### src/include/rst_seq_defs.svh
`ifndef RST_SEQ_DEFS_SVH
`define RST_SEQ_DEFS_SVH

`define RS_OFF_STATUS      12'h000
`define RS_OFF_IRQ_EN      12'h004
`define RS_OFF_CONTROL     12'h008
`define RS_OFF_ASRT_STEP   12'h00c
`define RS_OFF_DSRT_STEP   12'h010
`define RS_OFF_OVERRIDE    12'h014
`define RS_OFF_MASK        12'h018

`define RS_ST_POR          0
`define RS_ST_SW           1
`define RS_ST_IN_LO        2
`define RS_ST_ACTIVE       31
`define RS_ST_ASRT_WAIT    30
`define RS_ST_DSRT_WAIT    29

`define RS_CTL_INIT        0
`define RS_CTL_SW_DSRT     1
`define RS_CTL_SW_ASRT     2

`define RS_OVR_TRIG_LO     16
`define RS_STEP_RESET      10'h3ff
`define RS_MASK_RESET      10'h000
`define RS_STAT_W1C_MASK   32'h7000_0fff
`define RS_IEN_MASK        32'h6000_0fff
`define RS_CTL_MASK        32'h0000_0006

`endif

### src/include/rst_seq_pkg.sv
`default_nettype none
package rst_seq_pkg;
    typedef enum logic [3:0] {
        SEQ_IDLE     = 4'b0001,
        SEQ_ASSERT   = 4'b0010,
        SEQ_HELD     = 4'b0100,
        SEQ_DEASSERT = 4'b1000
    } seq_state_e;
endpackage
`default_nettype wire

### src/rtl/rst_seq_sync.sv
`default_nettype none
module rst_seq_sync #(
    parameter int WIDTH = 10
) (
    input  wire logic             pclk,    // System clock.
    input  wire logic             presetn, // Asynchronous reset, active low.
    input  wire logic [WIDTH-1:0] d,       // Asynchronous inputs.
    output logic      [WIDTH-1:0] q        // Synchronised inputs.
);
    logic [WIDTH-1:0] meta_r;

    always_ff @(posedge pclk or negedge presetn) begin
        if (!presetn) begin
            meta_r <= '0;
            q      <= '0;
        end else begin
            meta_r <= d;
            q      <= meta_r;
        end
    end
endmodule
`default_nettype wire

### src/rtl/rst_seq_core.sv
// Contract
// - Stepped deassert output stops sequence, sets status bit 29 until cleared.
// - Deassert stepping enables reset to all ones.
// - Override register bits 25:16 are write-only per-output trigger mask.
// - Override value 1 asserts output, 0 deasserts it.
// - Only triggered outputs change on an override write.
// - Mask bit 1 blocks assertion of that output during assertion sequence.
// - Setting a mask bit never deasserts an already asserted output.
// - Clearing a mask bit lets later sequences assert the output again.
// - Assertion starts on software trigger or any reset input when idle or held; interrupt if enabled.
// - Deassertion starts when source drops or assertion ends with inputs idle.
// - Stepped assertion halts at approved output, sets waiting flag, interrupts.
// - After flag clears sequencer resumes, interrupting at next stepped output.
// - Stepped deassertion uses the same handshake with deassert controls.
// - Trigger-source status flags clear on writing 1, unchanged on 0.
// - Software deassert mode ignores delays; only software advances deassertion past a stepped output.
// - Initiate bit is write-only, starts warm reset, reads as zero.
`default_nettype none
`include "rst_seq_defs.svh"
module rst_seq_core
    import rst_seq_pkg::*;
#(
    parameter int NUM_OUT   = 10,
    parameter int NUM_IN    = 10,
    parameter int STEP_GAP  = 4
) (
    input  wire logic              pclk,                // System clock.
    input  wire logic              presetn,             // Asynchronous reset, active low.
    input  wire logic              psel,                // APB select.
    input  wire logic              penable,             // APB enable.
    input  wire logic              pwrite,              // APB write.
    input  wire logic [11:0]       paddr,               // APB byte address.
    input  wire logic [31:0]       pwdata,              // APB write data.
    output logic      [31:0]       prdata,              // APB read data.
    output logic                   pready,              // APB ready.
    output logic                   pslverr,             // APB error on unmapped address.
    input  wire logic [NUM_IN-1:0] reset_in,            // Reset source inputs, active high.
    output logic [NUM_OUT-1:0]     domain_rst_output_n, // Reset outputs, active low.
    output logic                   irq                  // Interrupt, active high.
);
    if (NUM_OUT < 1 || NUM_OUT > 10 || NUM_IN < 1 || NUM_IN > 10 ||
        STEP_GAP < 1 || STEP_GAP > 255) begin : g_bad_param
        $error("rst_seq_core: unsupported parameter value");
    end

    localparam int IW = $clog2(NUM_OUT + 1);

    logic [NUM_IN-1:0]  in_s;
    logic [NUM_IN-1:0]  in_d_r;
    logic [NUM_OUT-1:0] rst_act_r;
    logic [31:0]        status_r;
    logic [31:0]        irq_en_r;
    logic [2:0]         ctrl_r;
    logic [9:0]         asrt_step_r;
    logic [9:0]         dsrt_step_r;
    logic [9:0]         mask_r;
    seq_state_e         state_r;
    logic [IW-1:0]      idx_r;
    logic [7:0]         gap_r;
    logic               sw_init_r;

    rst_seq_sync #(.WIDTH(NUM_IN)) u_sync (
        .pclk    (pclk),
        .presetn (presetn),
        .d       (reset_in),
        .q       (in_s)
    );

    logic        acc;
    logic        wr;
    logic        wr_status;
    logic        wr_ctrl;
    logic        wr_ovr;
    logic        mapped;
    logic        any_in;
    logic        in_rise;
    logic        in_fall;
    logic        start_asrt;
    logic        step_here;
    logic        last_idx;
    logic        advance;
    logic [9:0]  in_rise_w;

    assign acc       = psel && penable;
    assign wr        = acc && pwrite;
    assign wr_status = wr && paddr == `RS_OFF_STATUS;
    assign wr_ctrl   = wr && paddr == `RS_OFF_CONTROL;
    assign wr_ovr    = wr && paddr == `RS_OFF_OVERRIDE;
    assign mapped    = paddr[1:0] == 2'b00 && paddr <= `RS_OFF_MASK;
    assign any_in    = |in_s;
    assign in_rise   = |(in_s & ~in_d_r);
    assign in_fall   = |(~in_s & in_d_r);
    assign in_rise_w = 10'(in_s & ~in_d_r);
    assign last_idx  = idx_r == IW'(NUM_OUT - 1);
    assign start_asrt = (wr_ctrl && pwdata[`RS_CTL_INIT]) || in_rise;
    assign step_here = state_r == SEQ_ASSERT
                     ? ctrl_r[`RS_CTL_SW_ASRT] && asrt_step_r[idx_r]
                     : ctrl_r[`RS_CTL_SW_DSRT] && dsrt_step_r[idx_r];
    assign advance = !status_r[`RS_ST_ASRT_WAIT] && !status_r[`RS_ST_DSRT_WAIT] &&
                     (gap_r == 8'h00 || (state_r == SEQ_DEASSERT && ctrl_r[`RS_CTL_SW_DSRT]));

    always_ff @(posedge pclk or negedge presetn) begin
        if (!presetn) begin
            in_d_r <= '0;
        end else begin
            in_d_r <= in_s;
        end
    end

    always_ff @(posedge pclk or negedge presetn) begin
        if (!presetn) begin
            irq_en_r    <= 32'h0;
            ctrl_r      <= 3'h0;
            asrt_step_r <= `RS_STEP_RESET;
            dsrt_step_r <= `RS_STEP_RESET;
            mask_r      <= `RS_MASK_RESET;
        end else if (wr) begin
            unique case (paddr)
                `RS_OFF_IRQ_EN:    irq_en_r    <= pwdata & `RS_IEN_MASK;
                `RS_OFF_CONTROL:   ctrl_r      <= 3'(pwdata & `RS_CTL_MASK);
                `RS_OFF_ASRT_STEP: asrt_step_r <= pwdata[9:0];
                `RS_OFF_DSRT_STEP: dsrt_step_r <= pwdata[9:0];
                `RS_OFF_MASK:      mask_r      <= pwdata[9:0];
                default: ;
            endcase
        end
    end

    // Sequencer walks outputs by index with a gap between steps.
    always_ff @(posedge pclk or negedge presetn) begin
        if (!presetn) begin
            state_r   <= SEQ_IDLE;
            idx_r     <= '0;
            gap_r     <= 8'h00;
            sw_init_r <= 1'b0;
        end else begin
            sw_init_r <= wr_ctrl && pwdata[`RS_CTL_INIT];
            if (gap_r != 8'h00)
                gap_r <= gap_r - 8'h01;
            unique case (state_r)
                SEQ_IDLE, SEQ_HELD: begin
                    if (start_asrt) begin
                        state_r <= SEQ_ASSERT;
                        idx_r   <= '0;
                        gap_r   <= 8'(STEP_GAP);
                    end else if (state_r == SEQ_HELD && (in_fall || !any_in)) begin
                        state_r <= SEQ_DEASSERT;
                        idx_r   <= '0;
                        gap_r   <= 8'(STEP_GAP);
                    end
                end
                SEQ_ASSERT, SEQ_DEASSERT: begin
                    if (advance) begin
                        gap_r <= 8'(STEP_GAP);
                        if (last_idx) begin
                            state_r <= state_r == SEQ_ASSERT ? SEQ_HELD : SEQ_IDLE;
                            idx_r   <= '0;
                        end else begin
                            idx_r <= idx_r + IW'(1);
                        end
                    end
                end
            endcase
        end
    end

    // Each output is active high internally; the pin is its inverse.
    genvar g;
    generate
        for (g = 0; g < NUM_OUT; g++) begin : g_out
            always_ff @(posedge pclk or negedge presetn) begin
                if (!presetn) begin
                    rst_act_r[g] <= 1'b0;
                end else if (wr_ovr && pwdata[`RS_OVR_TRIG_LO + g]) begin
                    rst_act_r[g] <= pwdata[g];
                end else if (advance && idx_r == IW'(g)) begin
                    if (state_r == SEQ_ASSERT && !mask_r[g])
                        rst_act_r[g] <= 1'b1;
                    else if (state_r == SEQ_DEASSERT)
                        rst_act_r[g] <= 1'b0;
                end
            end
        end
    endgenerate

    always_ff @(posedge pclk or negedge presetn) begin
        if (!presetn) begin
            domain_rst_output_n <= '1;
        end else begin
            domain_rst_output_n <= ~rst_act_r;
        end
    end

    // Flags: hardware set wins over a write-one clear in the same cycle.
    logic [31:0] set_w;
    always_comb begin
        set_w = 32'h0;
        set_w[`RS_ST_SW] = sw_init_r;
        set_w[`RS_ST_IN_LO +: 10] = in_rise_w;
        set_w[`RS_ST_ASRT_WAIT] = state_r == SEQ_ASSERT && gap_r == 8'h00 && step_here &&
                                  !status_r[`RS_ST_ASRT_WAIT];
        set_w[`RS_ST_DSRT_WAIT] = state_r == SEQ_DEASSERT && (gap_r == 8'h00 || ctrl_r[`RS_CTL_SW_DSRT]) &&
                                  step_here && !status_r[`RS_ST_DSRT_WAIT];
    end

    logic step_done_r;
    always_ff @(posedge pclk or negedge presetn) begin
        if (!presetn) begin
            step_done_r <= 1'b0;
        end else if (!(state_r == SEQ_ASSERT || state_r == SEQ_DEASSERT) || advance) begin
            step_done_r <= 1'b0;
        end else if (set_w[`RS_ST_ASRT_WAIT] || set_w[`RS_ST_DSRT_WAIT]) begin
            step_done_r <= 1'b1;
        end
    end

    always_ff @(posedge pclk or negedge presetn) begin
        if (!presetn) begin
            status_r <= 32'h1;
        end else begin
            status_r <= ((status_r & ~(wr_status ? pwdata & `RS_STAT_W1C_MASK : 32'h0))
                        | (set_w & ~{1'b0, {2{step_done_r}}, 29'h0})) & 32'h7fff_ffff;
            status_r[`RS_ST_ACTIVE] <= |rst_act_r || state_r != SEQ_IDLE;
        end
    end

    always_ff @(posedge pclk or negedge presetn) begin
        if (!presetn) begin
            irq <= 1'b0;
        end else begin
            irq <= |(status_r & irq_en_r);
        end
    end

    // APB: zero wait states, read data registered in the setup cycle.
    always_ff @(posedge pclk or negedge presetn) begin
        if (!presetn) begin
            prdata  <= 32'h0;
            pready  <= 1'b0;
            pslverr <= 1'b0;
        end else begin
            pready  <= psel && !penable;
            pslverr <= psel && !penable && !mapped;
            prdata  <= 32'h0;
            if (psel && !penable && !pwrite) begin
                unique case (paddr)
                    `RS_OFF_STATUS:    prdata <= status_r;
                    `RS_OFF_IRQ_EN:    prdata <= irq_en_r;
                    `RS_OFF_CONTROL:   prdata <= {29'h0, ctrl_r};
                    `RS_OFF_ASRT_STEP: prdata <= {22'h0, asrt_step_r};
                    `RS_OFF_DSRT_STEP: prdata <= {22'h0, dsrt_step_r};
                    `RS_OFF_MASK:      prdata <= {22'h0, mask_r};
                    default:           prdata <= 32'h0;
                endcase
            end
        end
    end
endmodule
`default_nettype wire

### config.mk
export PLATFORM = sky130hd
export DESIGN_NAME = rst_seq_core
export DESIGN_NICKNAME = d
export VERILOG_FILES = /design/src/include/rst_seq_pkg.sv /design/src/rtl/rst_seq_sync.sv /design/src/rtl/rst_seq_core.sv
export VERILOG_INCLUDE_DIRS = /design/src /design/src/include
export SDC_FILE = /design/constraint.sdc
export NUM_CORES = 1
export LEC_CHECK = 0
export ABC_AREA = 1
export BUFFER_PORTS_ARGS = -buffer_cell sky130_fd_sc_hd__buf_2
export CORE_MARGIN = 1
export CORE_UTILIZATION = 58
export CTS_BUF_LIST = sky130_fd_sc_hd__clkbuf_8
export DETAILED_ROUTE_END_ITERATION = 8
export GPL_ROUTABILITY_DRIVEN = 0
export GPL_TIMING_DRIVEN = 1
export PLACE_DENSITY = 0.86
export SLEW_MARGIN = 40
export SYNTH_ARGS = -nofsm -noshare
export SYNTH_HDL_FRONTEND = slang
export SYNTH_SLANG_ARGS = --single-unit
### constraint.sdc
create_clock -name pclk -period 3.42 [get_ports pclk]
set_clock_uncertainty 0.2 [all_clocks]
set_input_delay 0.684 -clock pclk [delete_from_list [all_inputs] [get_ports pclk]]
set_output_delay 0.684 -clock pclk [all_outputs]
set_load 0.02 [all_outputs]
# --- After elaboration in Yosys (flattened, before gate mapping) ---
# Cells that the tools add are included.
# W data, S select, Z words.
totals:
  ff_bits: 181
  latch_bits: 0
  mem_bits_rw: 0
  rom_bits: 0
  out_inout_bits: 45
  wordCells: 251
  n_memories: 0
classes:
  n_addsub: 2
  mul: 0
  div: 0
  n_lt_le_gt_ge: 2
  eq_ne: 23
  shift: 0
  n_mux: 57
  n_bitwise: 11
  n_reduce_logical: 127
op_table:
  columns: ["cell", "count"]
  rows:
  - ["$pmux W32 S6", 1]
  - ["$and A31 B31 Y31", 2]
  - ["$not A31 Y31", 2]
  - ["$logic_and A1 B1 Y1", 52]
  - ["$reduce_or A10 Y1", 4]
  - ["$eq A12 B5 Y1 const B", 3]
  - ["$mux W1", 36]
  - ["$and A32 B31 Y32", 1]
  - ["$mux W32", 1]
  - ["$mux W4", 8]
  - ["$mux W8", 4]
  - ["$reduce_and A2 Y1", 16]
  - ["$reduce_or A32 Y1", 1]
  - ["$mux W31", 1]
  - ["$or A31 B31 Y31", 1]
  - ["$not A10 Y10", 3]
  - ["$reduce_bool A3 Y1", 10]
  - ["$eq A12 B4 Y1 const B", 2]
  - ["$reduce_bool A2 Y1", 11]
  - ["$and A10 B10 Y10", 2]
  - ["$eq A4 B3 Y1 const B", 5]
  - ["$logic_not A1 Y1", 17]
  - ["$pmux W4 S2", 2]
  - ["$pmux W8 S2", 1]
  - ["21 further kinds", 36]

# --- Depth between registers and ports, before layout ---
logic_depth:
  depth_word: 9
  depth_mapped: 12

# --- Modules after synthesis ---
# Synthesis repeated with hierarchy kept, for this count alone.
unflattened:
  cells_unflattened: 868
  hier_area_um2: 7323.3
by_module_without_submodules:
  columns: ["mod", "instances", "cells_per_inst", "area_per_inst_um2", "seq_area_each_um2"]
  rows:
  - ["rst_seq_core", 1, 848, 6822.8, 3268.1]
  - ["rst_seq_sync", 1, 20, 500.5, 500.5]

# --- Worst setup path before layout ---
# Ideal clock, no wire load.
synth_timing:
  path_type: "input -> register"
  from: "input paddr[9]"
  to: "register rst_act_r[1]"
  setup_time_ns: 0.113
  arrival_time_ns: 1.651
  required_time_ns: 3.107
  path_slack_ns: 1.457
  cell_stages: 12
  path_cell_list: "nor2_1 -> nand3_2 -> nor2_4 -> inv_2 -> nor2_8 -> nand2_1 -> nand2_1 -> nand2_1 -> inv_1 -> nand2_1 -> nand2_1 -> inv_1"
synth_between:
  elab_chain_cells: 5
synth_rtl:
  columns: ["item", "line", "rtl"]
  rows:
  - ["from (decl)", "rst_seq_core.sv:32", "input wire logic [11:0] paddr,"]
  - ["$eq A12 B5 Y1 (no source line) *", null, null]
  - ["$logic_and A1 B1 Y1 (no source line) *", null, null]
  - ["$logic_and A1 B1 Y1 *", "rst_seq_core.sv:174", "end else if (wr_ovr && pwdata[`RS_OVR_TRIG_LO + g]) begin"]
  - ["$reduce_bool A3 Y1 (no source line) or $reduce_bool A2 Y1 (tied branches)", null, null]
  - ["$reduce_and A2 Y1 (no source line)", null, null]
  - ["to (signal, indexed assignment)", "rst_seq_core.sv:175", "rst_act_r[g] <= pwdata[g];"]
  - ["to (decl)", "rst_seq_core.sv:50", "logic [NUM_OUT-1:0] rst_act_r;"]
# Mark *: on every way between the ends. The rest lies on a longest branch, timed or not.
# A chain may end at the register's enable or synchronous reset.

# --- Worst setup path in the final report ---
layout_timing:
  from: "register state_r[1]"
  to: "register idx_r[3]"
layout_between:
  elab_chain_cells: 6
layout_rtl:
  columns: ["item", "line", "rtl"]
  rows:
  - ["from (decl)", "rst_seq_core.sv:57", "seq_state_e state_r;"]
  - ["from (signal assigned)", "rst_seq_core.sv:156", "state_r <= state_r == SEQ_ASSERT ? SEQ_HELD : SEQ_IDLE;"]
  - ["$eq A4 B4 Y1", "rst_seq_core.sv:100, rst_seq_core.sv:140", null]
  - ["$logic_and A1 B1 Y1", "rst_seq_core.sv:100", "(gap_r == 8'h00 || (state_r == SEQ_DEASSERT && ctrl_r[`RS_CTL_SW_DSRT]));"]
  - ["$logic_or A1 B1 Y1", "rst_seq_core.sv:100", null]
  - ["$logic_and A1 B1 Y1", "rst_seq_core.sv:99", "assign advance = !status_r[`RS_ST_ASRT_WAIT] && !status_r[`RS_ST_DSRT_WAIT] &&"]
  - ["$ne A2 B2 Y1 (no source line)", null, null]
  - ["$reduce_and A2 Y1 (no source line)", null, null]
  - ["to (signal assigned)", "rst_seq_core.sv:159", "idx_r <= idx_r + IW'(1);"]
  - ["to (decl)", "rst_seq_core.sv:58", "logic [IW-1:0] idx_r;"]
# Parallel ways exist; a longest one is shown, timed or not.

==> results.ini <==
[run_status]
status=completed

[sta]
fin_crit_sh_pct=74.50
holdWs_ns=0.1258
post-route-min-period_ns=2.548
tns_ns=0
hold_violations=0
worst_slack_ns=0.8719
finalSetupViolations=0
worstMarginPinSlew_ns=0.7228
rsz0062_at_grt=false
fmax_ghz=0.3925
slew_headroom_pct=51.68
drv_slew=0

[worst_setup_path]
startpoint_type=flop
r2r_cells=10
worstSetupStartpoint=state_r[1]$_DFFE_PN0P_
cp-end-kind=flop
path_max_fanout=14
critPathMaxStageDelay_ns=0.43
slowest_stage=nand4_1
required_ns=3.57
rrSetupSlack_ns=0.87
r2r-end=idx_r[3]$_DFFE_PN0P_
cp_cell_sequence=inv_1 -> nand4_1 -> inv_2 -> nand2_1 -> nand2_1 -> nand2_2 -> nand2_1 -> nand2_1 -> nand2_1 -> nand2_1
critPathArrivalTime_ns=2.69
r2r-start=state_r[1]$_DFFE_PN0P_
crit_type=reg -> reg
cpMostUsedCell=nand2_1

[final_layout]
diodes=0
layout-drive-gt1-share_pct=19.49
areaGrowthSynthToFinish_pct=11.91
seq_area_um2=3769
fin_nets=1028
n_fill_cell=1000
multiInputGateArea_um2=2783

[floorplanning]
core_area_um2=12060
io_pins=104
dieArea_um2=12840
start_util_pct=59.56
rows=40
die_h_um=113.3
die_w_um=113.3

[clock_network]
clock_path_buffers=2
cts_tree=yes
post_cts_buffers=0
cts-resized-gates=0
clk_pin_slew_ns=0.08
cts_hold_buf=1
htree_levels=4
clk_latency_ns=0.46
cts_root_buf=clkbuf_8
cts_sinks=149
cts_buffers=17

[flow_run]
drv_cap=0

[global_route]
grt_pass1_vias=5686
grt.total_usage_pct=26.83
grt_overflow_total=0
grt_pass1_wl_um=26080
antenna_found_initial=0
grt_max_degree=65

[drt]
wl_met3_um=1043
drt_iter0_markers=517
drc=0
top_layer=met4
wire_per_inst_um=13.96
num_vias=6033
drtAntennaViolNets=0
wl_met2_um=7797
wl_um=16030
dr.pass1.iters=5
vias_per_cell=5.255
drt-met1-wl_um=6571

[synthesis]
ys_seq_elements=149
synth_top_area_share_pct=40.75
syn_area_per_cell_um2=8.109
netlist_instances=886
ys_seq_area_share_pct=52.46
ys_warn_count=0
synth_top_area_cell=dfrtp_1
synth_area_leaders=dfrtp_1 41%, nand2_1 14%, dfstp_2 12%
ys_types=42
synth_area_um2=7184

[placement]
dp_hpwl_um=11930
post-place-ws_ns=0.8343
io_buffers=80

[hold_path]
hold_path_class=in -> reg
min_to=u_sync.meta_r[4]$_DFF_PN0_
hold_depth=1
worstHoldStart=reset_in[4]

[power]
p_total_mw=4.174
powerDensity_nw_per_um2=519.1
p_leak_nw=4.057
ir_worst_vdd_mv=0.3776

[layout by cell type, fill, tap and decap left out, types with 5 or more instances in the layout]
master / instances
a21oi_1: 13
buf_2: 79
clkbuf_8: 18
conb_1: 16
dfrtp_1: 117
dfstp_2: 32
inv_1: 103
inv_2: 9
nand2_1: 274
nand2_2: 7
nand3_1: 65
nand3_2: 5
nand4_1: 9
nor2_1: 68
nor2_4: 6
nor3_1: 11
o21ai_0: 65
o21ai_1: 17
o22ai_1: 6
or2_2: 10
[how the worst max path moves through the flow]
stage	end	slack (ns)	depth (start not counted)
after floorplan	rst_act_r[1]$_DFFE_PN0P_	1.46	12
after global placement	status_r[30]$_DFF_PN0_	0.93	9
after global routing	idx_r[3]$_DFFE_PN0P_	0.65	10
after detailed placement	dsrt_step_r[3]$_DFFE_PN1P_	0.83	8
final	idx_r[3]$_DFFE_PN0P_	0.87	10
after CTS	idx_r[3]$_DFFE_PN0P_	0.90	10
[critical path, delay by kind of cell (launching register included)]
family | cells | cell delay [ns]
DFF | 1 | 0.41
buffers and inverters | 2 | 0.37
and+or+nand+nor | 8 | 1.47
[power by group]
group	internal (mW)	switching (mW)	total [mW]
Sequential	1.85	0.0919	1.94
Clock	0.674	0.680	1.35
Combinational	0.292	0.583	0.875
[area by class of cell]
class / instances / share of cell area, %
flip-flops and latches: 149 / 46.87
multi-input cells: 602 / 34.61
repair buffers: 85 / 5.711
inverters: 112 / 5.229
clock buffers: 18 / 3.081
well taps: 168 / 2.614
clock inverters: 14 / 1.883
[logic make-up (layout without fill, tap and decap cells)]
logic type               count (synthesis)  after routing  share of synthesized area (%)
adder cells (fa/ha/maj)                  2              2                         0.3483
XOR/XNOR                                 3              3                         0.3658
flip-flops                             149            149                          52.46
AO/OA/AOI/OAI                          113            113                          8.656
buffers and inverters                  150            229                          9.596
AND/OR/NAND/NOR                        468            468                          28.53
other                                    1             16                        0.05220
[metrics by stage]
stage / utilization [%] / cells / instance area, um2
floorplan: - / 901 / 7241
global placement: 63.27 / 1115 / 7631
detailed placement: 63.27 / 1115 / 7631
CTS: 66.66 / 1148 / 8040
global route: 66.66 / 1148 / 8040
finish: 66.66 / 1148 / 8040
[synthesized netlist by cell type]
library cell	n
a211oi_1	1
a21boi_0	1
a21oi_1	13
a221oi_1	2
a22o_1	2
a31oi_1	1
buf_2	5
buf_4	22
buf_6	5
clkbuf_1	6
clkinv_1	2
conb_1	1
dfrtp_1	117
dfstp_2	32
ha_1	2
inv_1	101
inv_2	9
nand2_1	274
nand2_2	7
nand2_4	1
nand3_1	65
nand3_2	5
nand3b_1	1
nand4_1	9
nor2_1	68
nor2_2	3
nor2_4	6
nor2_8	1
nor3_1	11
nor3_2	1
nor4_1	3
o211ai_1	1
o21a_1	2
o21ai_0	65
o21ai_1	17
o21ai_2	1
o22ai_1	6
o31ai_4	1
or2_0	1
or2_1	2
or2_2	10
xor2_1	3
[layer usage]
layer	GRT usage [%]	vias up
met5	0	-
met4	14.91	0
met3	6.320	49
met2	43.44	241
met1	33.41	2820
li1	-	2923
[state kept, by name, indices dropped and copies added (netlist names), 10 cells and up]
name / count
asrt_step_r: 10
domain_rst_output_n: 10
dsrt_step_r: 10
in_d_r: 10
irq_en_r: 14
mask_r: 10
prdata: 16
rst_act_r: 10
status_r: 16
u_sync.meta_r: 10
u_sync.q: 10
(Power assumes the default switching activity.)
